==> config.mk <==
export PLATFORM = sky130hd
export DESIGN_NAME = spl_regs
export DESIGN_NICKNAME = d
export VERILOG_FILES = /design/src/include/spl_pkg.sv /design/src/rtl/spl_rise_pulse.sv /design/src/rtl/spl_regs.sv
export SDC_FILE = /design/constraint.sdc
export NUM_CORES = 1
export LEC_CHECK = 0
export ABC_AREA = 1
export BUFFER_PORTS_ARGS = -buffer_cell sky130_fd_sc_hd__clkbuf_2
export CAP_MARGIN = 0
export CELL_PAD_IN_SITES_DETAIL_PLACEMENT = 1
export CELL_PAD_IN_SITES_GLOBAL_PLACEMENT = 1
export CORE_ASPECT_RATIO = 0.7
export CORE_MARGIN = 3
export CORE_UTILIZATION = 37
export CTS_BUF_LIST = sky130_fd_sc_hd__clkbuf_16
export CTS_CLUSTER_SIZE = 25
export DETAILED_ROUTE_END_ITERATION = 8
export PLACE_DENSITY = 0.9
export SLEW_MARGIN = 30
export SYNTH_ARGS = -nofsm -noshare
export SYNTH_HDL_FRONTEND = slang
export SYNTH_SLANG_ARGS = --single-unit
==> constraint.sdc <==
create_clock -name i_clk -period 3.21 [get_ports i_clk]
set_input_delay 0.8025 -clock i_clk [delete_from_list [all_inputs] [get_ports i_clk]]
set_output_delay 0.8025 -clock i_clk [all_outputs]
set_load 0.03 [all_outputs]
==> src/include/spl_pkg.sv <==
/*
 * Shared constants and carrier types for the serial-receiver register bank:
 * register offsets, field positions, reset values and the access carrier.
 * Assumes a single register clock and an 8-bit byte-wide register port.
 */
package spl_pkg;

    // ************************************************************
    // widths
    // ************************************************************
    localparam int unsigned SPL_AW = 12;
    localparam int unsigned SPL_DW = 8;

    // ************************************************************
    // register offsets
    // ************************************************************
    localparam logic [11:0] SPL_OFS_VCO_BIAS_A   = 12'h296;
    localparam logic [11:0] SPL_OFS_VCO_BIAS_B   = 12'h297;
    localparam logic [11:0] SPL_OFS_VCO_PD_OVR   = 12'h299;
    localparam logic [11:0] SPL_OFS_VCO_CALIBRATION_CTRL      = 12'h29A;
    localparam logic [11:0] SPL_OFS_PUMP_LVL     = 12'h29C;
    localparam logic [11:0] SPL_OFS_VARAC_A      = 12'h29F;
    localparam logic [11:0] SPL_OFS_VARAC_B      = 12'h2A0;
    localparam logic [11:0] SPL_OFS_TERM_A       = 12'h2A7;
    localparam logic [11:0] SPL_OFS_TERM_B       = 12'h2AE;
    localparam logic [11:0] SPL_OFS_GEN_A        = 12'h300;
    localparam logic [11:0] SPL_OFS_GEN_B        = 12'h301;
    localparam logic [11:0] SPL_OFS_LAT_A        = 12'h302;

    // ************************************************************
    // reset values and writable masks (reserved bits read zero)
    // ************************************************************
    localparam logic [7:0] SPL_RST_VCO_BIAS_A = 8'h0C;
    localparam logic [7:0] SPL_MSK_VCO_BIAS_A = 8'hFF;
    localparam logic [7:0] SPL_RST_VCO_BIAS_B = 8'h00;
    localparam logic [7:0] SPL_MSK_VCO_BIAS_B = 8'h3F;
    localparam logic [7:0] SPL_RST_VCO_PD_OVR = 8'h00;
    localparam logic [7:0] SPL_MSK_VCO_PD_OVR = 8'hFF;
    localparam logic [7:0] SPL_RST_VCO_CALIBRATION_CTRL    = 8'hFE;
    localparam logic [7:0] SPL_MSK_VCO_CALIBRATION_CTRL    = 8'hFF;
    localparam logic [7:0] SPL_RST_PUMP_LVL   = 8'h17;
    localparam logic [7:0] SPL_MSK_PUMP_LVL   = 8'h7F;
    localparam logic [7:0] SPL_RST_VARAC_A    = 8'h33;
    localparam logic [7:0] SPL_MSK_VARAC_A    = 8'h7F;
    localparam logic [7:0] SPL_RST_VARAC_B    = 8'h08;
    localparam logic [7:0] SPL_MSK_VARAC_B    = 8'h0F;
    localparam logic [7:0] SPL_RST_TERM       = 8'h00;
    localparam logic [7:0] SPL_MSK_TERM       = 8'h01;
    localparam logic [7:0] SPL_RST_GEN_A      = 8'h00;
    localparam logic [7:0] SPL_MSK_GEN_A      = 8'h7F;
    localparam logic [7:0] SPL_RST_GEN_B      = 8'h01;
    localparam logic [7:0] SPL_MSK_GEN_B      = 8'h07;
    localparam logic [7:0] SPL_MSK_LAT        = 8'h1F;

    // ************************************************************
    // field positions
    // ************************************************************
    localparam int unsigned SPL_BIT_TERM_TRIG  = 0;
    localparam int unsigned SPL_BIT_SUM_METHOD = 6;
    localparam int unsigned SPL_BIT_TWO_LINK   = 3;
    localparam int unsigned SPL_BIT_BANK_SEL   = 2;
    localparam int unsigned SPL_BIT_LINK0_EN   = 0;
    localparam int unsigned SPL_BIT_LINK1_EN   = 1;
    localparam int unsigned SPL_LAT_W          = 5;
    localparam int unsigned SPL_CLASS_W        = 3;

    // ************************************************************
    // carriers
    // ************************************************************
    typedef struct packed {
        logic        wr;
        logic        rd;
        logic [11:0] addr;
        logic [7:0]  wdata;
    } spl_req_t;

    typedef struct packed {
        logic       param_sum_method;
        logic       two_link_select;
        logic       bank_select;
        logic [1:0] link_bringup_bits;
        logic [2:0] local_latency_class;
    } spl_link_cfg_t;

endpackage

==> src/rtl/spl_rise_pulse.sv <==
/*
 * Rising-edge detector: one-cycle pulse on a zero-to-one step of a
 * register bit. Assumes the input is on the same clock as this module.
 */
module spl_rise_pulse (
    input  wire logic i_clk,
    input  wire logic i_sys_rst,
    input  wire logic i_level,
    output logic      o_pulse
);

    logic level_r;

    // remember last level so a held-high bit never retriggers
    always_ff @(posedge i_clk or posedge i_sys_rst) begin
        if (i_sys_rst) begin
            level_r <= 1'b0;
        end else begin
            level_r <= i_level;
        end
    end

    assign o_pulse = i_level & ~level_r;

endmodule

==> src/rtl/spl_regs.sv <==
/*
 * Serial-receiver configuration register bank: PLL trim fields, two
 * termination calibration triggers, link general controls and the
 * read-only measured link delay.
 * Assumes the serial programming port has already been deserialised into
 * byte-wide single-cycle write/read strobes on i_clk.
 */
// Operation
// - rising edge of a termination trigger bit launches one calibration
// - sum-method bit: 0 sums parameter fields, 1 sums configuration octets
// - link-count bit: 0 single link, 1 two independent links
// - bank-select bit steers per-link bank accesses to first or second bank
// - link enable bit 0 brings up link one, bit 1 link two
// - second link enable acts only in dual mode; links enable independently
// - first link delay register is read-only; writes are ignored
// - delay gives five-bit offset of local to global multiframe clock
module spl_regs (
    input  wire logic                        i_clk,
    input  wire logic                        i_sys_rst,
    input  wire spl_pkg::spl_req_t           i_req,
    output logic [7:0]                       o_rdata,
    output logic                             o_rvalid,
    input  wire logic [spl_pkg::SPL_LAT_W-1:0] i_measured_link_delay,
    output logic                             o_term_cal_start_a,
    output logic                             o_term_cal_start_b,
    output spl_pkg::spl_link_cfg_t           o_link_cfg,
    output logic                             o_link0_run,
    output logic                             o_link1_run,
    output logic                             o_first_link_bank,
    output logic                             o_second_link_bank,
    output logic                             o_class1_rules,
    output logic [63:0]                      o_pll_trim
);
    import spl_pkg::*;

    // the delay byte layout below pads a field of exactly five bits
    if (SPL_LAT_W != 5) begin : g_lat_w_chk
        $error("measured delay width must be five bits");
    end

    // ************************************************************
    // storage
    // ************************************************************
    logic [7:0] vco_bias_ctrl_a_r;
    logic [7:0] vco_bias_ctrl_b_r;
    logic [7:0] vco_powerdown_overrides_r;
    logic [7:0] vco_calibration_ctrl_r;
    logic [7:0] pump_level_detector_r;
    logic [7:0] varactor_ctrl_a_r;
    logic [7:0] varactor_ctrl_b_r;
    logic [7:0] termination_cal_a_r;
    logic [7:0] termination_cal_b_r;
    logic [7:0] link_general_ctrl_a_r;
    logic [7:0] link_general_ctrl_b_r;
    logic [7:0] rdata_r;
    logic       rvalid_r;
    logic [SPL_LAT_W-1:0] delay_r;

    // ************************************************************
    // address decode
    // ************************************************************
    function automatic logic hit(input logic [11:0] a, input logic [11:0] o);
        hit = (a == o);
    endfunction

    // merge a write byte into a register through its writable mask
    function automatic logic [7:0] wmask(input logic [7:0] d,
                                         input logic [7:0] m);
        wmask = d & m;
    endfunction

    wire wr = i_req.wr;
    wire [11:0] ad = i_req.addr;
    wire [7:0] wd = i_req.wdata;
    wire we_bias_a = wr & hit(ad, SPL_OFS_VCO_BIAS_A);
    wire we_bias_b = wr & hit(ad, SPL_OFS_VCO_BIAS_B);
    wire we_pd_ovr = wr & hit(ad, SPL_OFS_VCO_PD_OVR);
    wire we_vcocal = wr & hit(ad, SPL_OFS_VCO_CALIBRATION_CTRL);
    wire we_pump   = wr & hit(ad, SPL_OFS_PUMP_LVL);
    wire we_var_a  = wr & hit(ad, SPL_OFS_VARAC_A);
    wire we_var_b  = wr & hit(ad, SPL_OFS_VARAC_B);
    wire we_term_a = wr & hit(ad, SPL_OFS_TERM_A);
    wire we_term_b = wr & hit(ad, SPL_OFS_TERM_B);
    wire we_gen_a  = wr & hit(ad, SPL_OFS_GEN_A);
    wire we_gen_b  = wr & hit(ad, SPL_OFS_GEN_B);
    // no write strobe exists for the delay offset: it is status only

    // ************************************************************
    // writable registers
    // ************************************************************
    // pll trim fields: stored only, driven out to the analog side
    always_ff @(posedge i_clk or posedge i_sys_rst) begin
        if (i_sys_rst) begin
            vco_bias_ctrl_a_r         <= SPL_RST_VCO_BIAS_A;
            vco_bias_ctrl_b_r         <= SPL_RST_VCO_BIAS_B;
            vco_powerdown_overrides_r <= SPL_RST_VCO_PD_OVR;
            vco_calibration_ctrl_r    <= SPL_RST_VCO_CALIBRATION_CTRL;
            pump_level_detector_r     <= SPL_RST_PUMP_LVL;
            varactor_ctrl_a_r         <= SPL_RST_VARAC_A;
            varactor_ctrl_b_r         <= SPL_RST_VARAC_B;
        end else begin
            if (we_bias_a) begin
                vco_bias_ctrl_a_r <= wmask(wd, SPL_MSK_VCO_BIAS_A);
            end
            if (we_bias_b) begin
                vco_bias_ctrl_b_r <= wmask(wd, SPL_MSK_VCO_BIAS_B);
            end
            if (we_pd_ovr) begin
                vco_powerdown_overrides_r <= wmask(wd, SPL_MSK_VCO_PD_OVR);
            end
            if (we_vcocal) begin
                vco_calibration_ctrl_r <= wmask(wd, SPL_MSK_VCO_CALIBRATION_CTRL);
            end
            if (we_pump) begin
                pump_level_detector_r <= wmask(wd, SPL_MSK_PUMP_LVL);
            end
            if (we_var_a) begin
                varactor_ctrl_a_r <= wmask(wd, SPL_MSK_VARAC_A);
            end
            if (we_var_b) begin
                varactor_ctrl_b_r <= wmask(wd, SPL_MSK_VARAC_B);
            end
        end
    end

    // termination triggers and link controls
    always_ff @(posedge i_clk or posedge i_sys_rst) begin
        if (i_sys_rst) begin
            termination_cal_a_r   <= SPL_RST_TERM;
            termination_cal_b_r   <= SPL_RST_TERM;
            link_general_ctrl_a_r <= SPL_RST_GEN_A;
            link_general_ctrl_b_r <= SPL_RST_GEN_B;
        end else begin
            if (we_term_a) begin
                termination_cal_a_r <= wmask(wd, SPL_MSK_TERM);
            end
            if (we_term_b) begin
                termination_cal_b_r <= wmask(wd, SPL_MSK_TERM);
            end
            if (we_gen_a) begin
                link_general_ctrl_a_r <= wmask(wd, SPL_MSK_GEN_A);
            end
            if (we_gen_b) begin
                link_general_ctrl_b_r <= wmask(wd, SPL_MSK_GEN_B);
            end
        end
    end

    // ************************************************************
    // calibration launch
    // ************************************************************
    // edge detect means software must write 0 before it can re-launch
    spl_rise_pulse u_term_a (
        .i_clk     (i_clk),
        .i_sys_rst (i_sys_rst),
        .i_level   (termination_cal_a_r[SPL_BIT_TERM_TRIG]),
        .o_pulse   (o_term_cal_start_a)
    );

    spl_rise_pulse u_term_b (
        .i_clk     (i_clk),
        .i_sys_rst (i_sys_rst),
        .i_level   (termination_cal_b_r[SPL_BIT_TERM_TRIG]),
        .o_pulse   (o_term_cal_start_b)
    );

    // ************************************************************
    // link controls
    // ************************************************************
    // configuration fields to the receive logic
    assign o_link_cfg.param_sum_method    =
        link_general_ctrl_a_r[SPL_BIT_SUM_METHOD];
    assign o_link_cfg.two_link_select     =
        link_general_ctrl_a_r[SPL_BIT_TWO_LINK];
    assign o_link_cfg.bank_select         =
        link_general_ctrl_a_r[SPL_BIT_BANK_SEL];
    assign o_link_cfg.link_bringup_bits   = link_general_ctrl_a_r[1:0];
    assign o_link_cfg.local_latency_class =
        link_general_ctrl_b_r[SPL_CLASS_W-1:0];

    // bank steering for the per-link register map
    assign o_first_link_bank  =
        ~link_general_ctrl_a_r[SPL_BIT_BANK_SEL];
    assign o_second_link_bank =
        link_general_ctrl_a_r[SPL_BIT_BANK_SEL];

    // run enables; no ordering is enforced, software owns readiness
    assign o_link0_run = link_general_ctrl_a_r[SPL_BIT_LINK0_EN];
    assign o_link1_run = link_general_ctrl_a_r[SPL_BIT_LINK1_EN]
                       & link_general_ctrl_a_r[SPL_BIT_TWO_LINK];

    // deterministic-latency rules apply only for subclass 1
    assign o_class1_rules =
        (link_general_ctrl_b_r[SPL_CLASS_W-1:0] == 3'h1);

    assign o_pll_trim = {vco_bias_ctrl_a_r, vco_bias_ctrl_b_r,
                         vco_powerdown_overrides_r, vco_calibration_ctrl_r,
                         pump_level_detector_r, varactor_ctrl_a_r,
                         varactor_ctrl_b_r, 8'h00};

    // ************************************************************
    // read path
    // ************************************************************
    // sample measured delay each cycle; source is on i_clk already
    wire [7:0] lat_byte = {3'h0, delay_r} & SPL_MSK_LAT;
    logic [7:0] rmux;
    always_comb begin
        case (ad)
            SPL_OFS_VCO_BIAS_A: rmux = vco_bias_ctrl_a_r;
            SPL_OFS_VCO_BIAS_B: rmux = vco_bias_ctrl_b_r;
            SPL_OFS_VCO_PD_OVR: rmux = vco_powerdown_overrides_r;
            SPL_OFS_VCO_CALIBRATION_CTRL:    rmux = vco_calibration_ctrl_r;
            SPL_OFS_PUMP_LVL:   rmux = pump_level_detector_r;
            SPL_OFS_VARAC_A:    rmux = varactor_ctrl_a_r;
            SPL_OFS_VARAC_B:    rmux = varactor_ctrl_b_r;
            SPL_OFS_TERM_A:     rmux = termination_cal_a_r;
            SPL_OFS_TERM_B:     rmux = termination_cal_b_r;
            SPL_OFS_GEN_A:      rmux = link_general_ctrl_a_r;
            SPL_OFS_GEN_B:      rmux = link_general_ctrl_b_r;
            SPL_OFS_LAT_A:      rmux = lat_byte;
            default:            rmux = 8'h00;    // unmapped reads zero
        endcase
    end

    // registered read data, one cycle after the strobe
    always_ff @(posedge i_clk or posedge i_sys_rst) begin
        if (i_sys_rst) begin
            rdata_r  <= 8'h00;
            rvalid_r <= 1'b0;
            delay_r  <= '0;
        end else begin
            delay_r  <= i_measured_link_delay;
            rvalid_r <= i_req.rd;
            if (i_req.rd) rdata_r <= rmux;
        end
    end

    assign o_rdata  = rdata_r;
    assign o_rvalid = rvalid_r;

endmodule

==> summary.json <==
{
  "groute.layer.met3.usage_pct": 6.35,
  "synthDominantCellAreaShare_pct": 36.9,
  "gr-usage-met1_pct": 31.1,
  "detailed_place_hpwl_um": 9480,
  "critical_path_class": "primary input to flip-flop",
  "timing.max_slew.rel_slack_pct": 56.1,
  "power.static_leakage_nw": 2.41,
  "timing.clock.skew_ns": 0.00634,
  "tritoncts_clock_tree": "built",
  "most-common-layout-cells": "142 x nand2_1, 100 x clkbuf_2, 57 x dfrtp_1",
  "placed_area_um2": 4350,
  "maximum_number_of_pins_on_one_net_before_global_route_repair": 32,
  "vias": 3609,
  "overflow": 0,
  "maxCapViolCount": 0,
  "post-route-drc-count": 0,
  "fin_total_pwr_mw": 2.09,
  "worst_hold_path_type": "flip-flop to flip-flop",
  "ys_types": 24,
  "yosys.area.top_type": "dfrtp_1",
  "clkSinkCount": 76,
  "number_of_buffers_added_for_setup_after_cts": 0,
  "layout_setup_ws_ns": 0.983,
  "path_clk_slew_ns": 0.06,
  "drtPass1Iterations": 4,
  "nets_final": 599,
  "gp_congestion": 0.841,
  "setup_total_negative_slack_ns": 0,
  "cts_buffers": 9,
  "die_span_x_um": 128,
  "slew_viol_final": 0,
  "grt_pass1_wl_um": 19800,
  "hold_violations": 0,
  "min_period_ns": 2.23,
  "crit_path_end_kind": "flip-flop",
  "routedWlPerCell_um": 17.9,
  "detail-route-antenna-nets": 0,
  "power_per_cell_area_nw_per_um2": 451,
  "worst_pin_slew_ns": 0.658,
  "cts-root-buf": "clkbuf_16",
  "outcome": "finished clean",
  "final_area_um2": 4640,
  "place.port_buffers": 100,
  "final-setup-viol-count": 0,
  "grt_antenna_before_repair": 0,
  "grtUsageMet2_pct": 33.7,
  "postSynthRegisterBits": 76,
  "global_route.peak_usage_layer": "met2",
  "die-area_um2": 11700,
  "grt_util_all_layers_pct": 21.9,
  "clock_path_buffers": 2,
  "post_synth.cell_area_avg_um2": 8.15,
  "highest_clock_frequency_the_design_can_meet_mhz": 449,
  "drt-vias-per-instance": 5.13,
  "finalHoldWorstSlack_ns": 0.439,
  "vdd_drop_max_uv": 277,
  "grt_pass1_vias": 3698,
  "yosys_warnings": 0,
  "htree_num_levels": 3,
  "cts.repair.resized": 0,
  "fp-row-count": 30,
  "layout.cells.most_common": "nand2_1",
  "worstSkewPairLatency_ns": 0.33,
  "ios": 117,
  "synthesis.instances": 474,
  "share_of_final_layout_standard_cells_stronger_than_drive_strength_1_pct": 30.4,
  "finalWirelength_um": 12600,
  "fraction_of_the_yosys_area_taken_by_sequential_cells_pct": 49.8,
  "netlist_top_cells_area": "dfrtp_1 37%, nand2_1 14%, dfstp_2 13%",
  "pre_cts_ws_ns": 0.676,
  "rsz0062_at_grt": "false",
  "path_max_fanout": 16,
  "start_util_pct": 38.8,
  "die_h_um": 91.5,
  "floorplan.core_area_um2": 9950,
  "drt-initial-drc-count": 240,
  "cp_data_required_time_ns": 3.45,
  "antenna_cells": 0,
  "worst-endpoint-arrival_ns": 2.46,
  "cp-start-kind": "primary input",
  "area_growth_pct": 20.0,
  "cts_hold_buf": 0,
  "post_synth_instance_area_um2": 3860,
  "final.period_utilization_pct": 69.4
}
[cells in the mapped netlist (all sizes together)]
cell and instances:
o21ai 60, buf 33, nor3 3, conb 1
nand4 7, clkbuf 1, nand3 56, nand2 149
nor2 49, dfstp 19, dfrtp 57, inv 32
nand3b 1, nor3b 1, a21oi 5
[per-stage QoR]
stage / util, % / std cells
final: 46.6 / 703
after floorplan: - / 489
after global routing: 46.6 / 703
after CTS: 46.6 / 703
after global placement: 43.7 / 687
after detailed placement: 43.7 / 687
[routing by layer]
layer / wire length [um] / up-vias
met2: 5880 / 132
met5: 0 / -
li1: - / 1693
met4: 108 / 0
met1: 5710 / 1771
met3: 906 / 13
[power by group]
group	switching, mW	internal [mW]
sequential	0.00484	0.968
combinational	0.116	0.0271
clock	0.382	0.592
total	0.503	1.59
[final cells by class]
| type | instances | area (um^2) |
|---|---|---|
| Fill cell | 1235 | 5310 |
| Sequential cell | 76 | 1930 |
| Multi-Input combinational cell | 347 | 1620 |
| Timing Repair Buffer | 104 | 531 |
| Clock buffer | 9 | 225 |
| Tap cell | 128 | 160 |
| Inverter | 32 | 120 |
| Clock inverter | 7 | 60.1 |
[worst max-delay path, cell delays in order]
cell and delay, ns:
clkbuf_2 0.09, inv_1 0.07, nand2_1 0.08, nor2_4 0.36
buf_4 0.29, nand4_1 0.41, o21ai_0 0.34
[worst paths after layout]
check                                                      from                                to  slack [ns]  cells past startpoint
max in group asynchronous                             i_sys_rst  varactor_ctrl_a_r[5]$_DFFE_PP1P_        1.83                      3
min reg2reg                  termination_cal_b_r[0]$_DFFE_PP0P_        u_term_b.level_r$_DFF_PP0_        0.44                      0
max reg2reg                pump_level_detector_r[0]$_DFFE_PP1P_            o_rdata[0]$_DFFE_PP0P_        2.02                      6
min                          termination_cal_b_r[0]$_DFFE_PP0P_        u_term_b.level_r$_DFF_PP0_        0.44                      0
max                                                   i_req[16]  vco_bias_ctrl_b_r[0]$_DFFE_PP0P_        0.98                      7
min in group asynchronous                             i_sys_rst  vco_bias_ctrl_a_r[1]$_DFFE_PP0P_        0.54                      2
[flip-flops by register name, indices dropped and copies added, names as in the netlist, 3 cells and up]
| signal | count |
|---|---|
| vco_powerdown_overrides_r | 8 |
| delay_r | 5 |
| vco_bias_ctrl_a_r | 8 |
| varactor_ctrl_a_r | 7 |
| o_rdata | 8 |
| vco_calibration_ctrl_r | 8 |
| varactor_ctrl_b_r | 4 |
| vco_bias_ctrl_b_r | 6 |
| pump_level_detector_r | 7 |
| link_general_ctrl_a_r | 7 |
| link_general_ctrl_b_r | 3 |
[logic make-up after synthesis]
| family | Yosys count | synth area share, % |
|---|---|---|
| AOI/OAI and AO/OA | 65 | 10.1 |
| buffers and inverters | 66 | 9.81 |
| DFF | 76 | 49.8 |
| other | 1 | 0.0971 |
| and+or+nand+nor | 266 | 30.2 |
(Power assumes the default switching activity.)
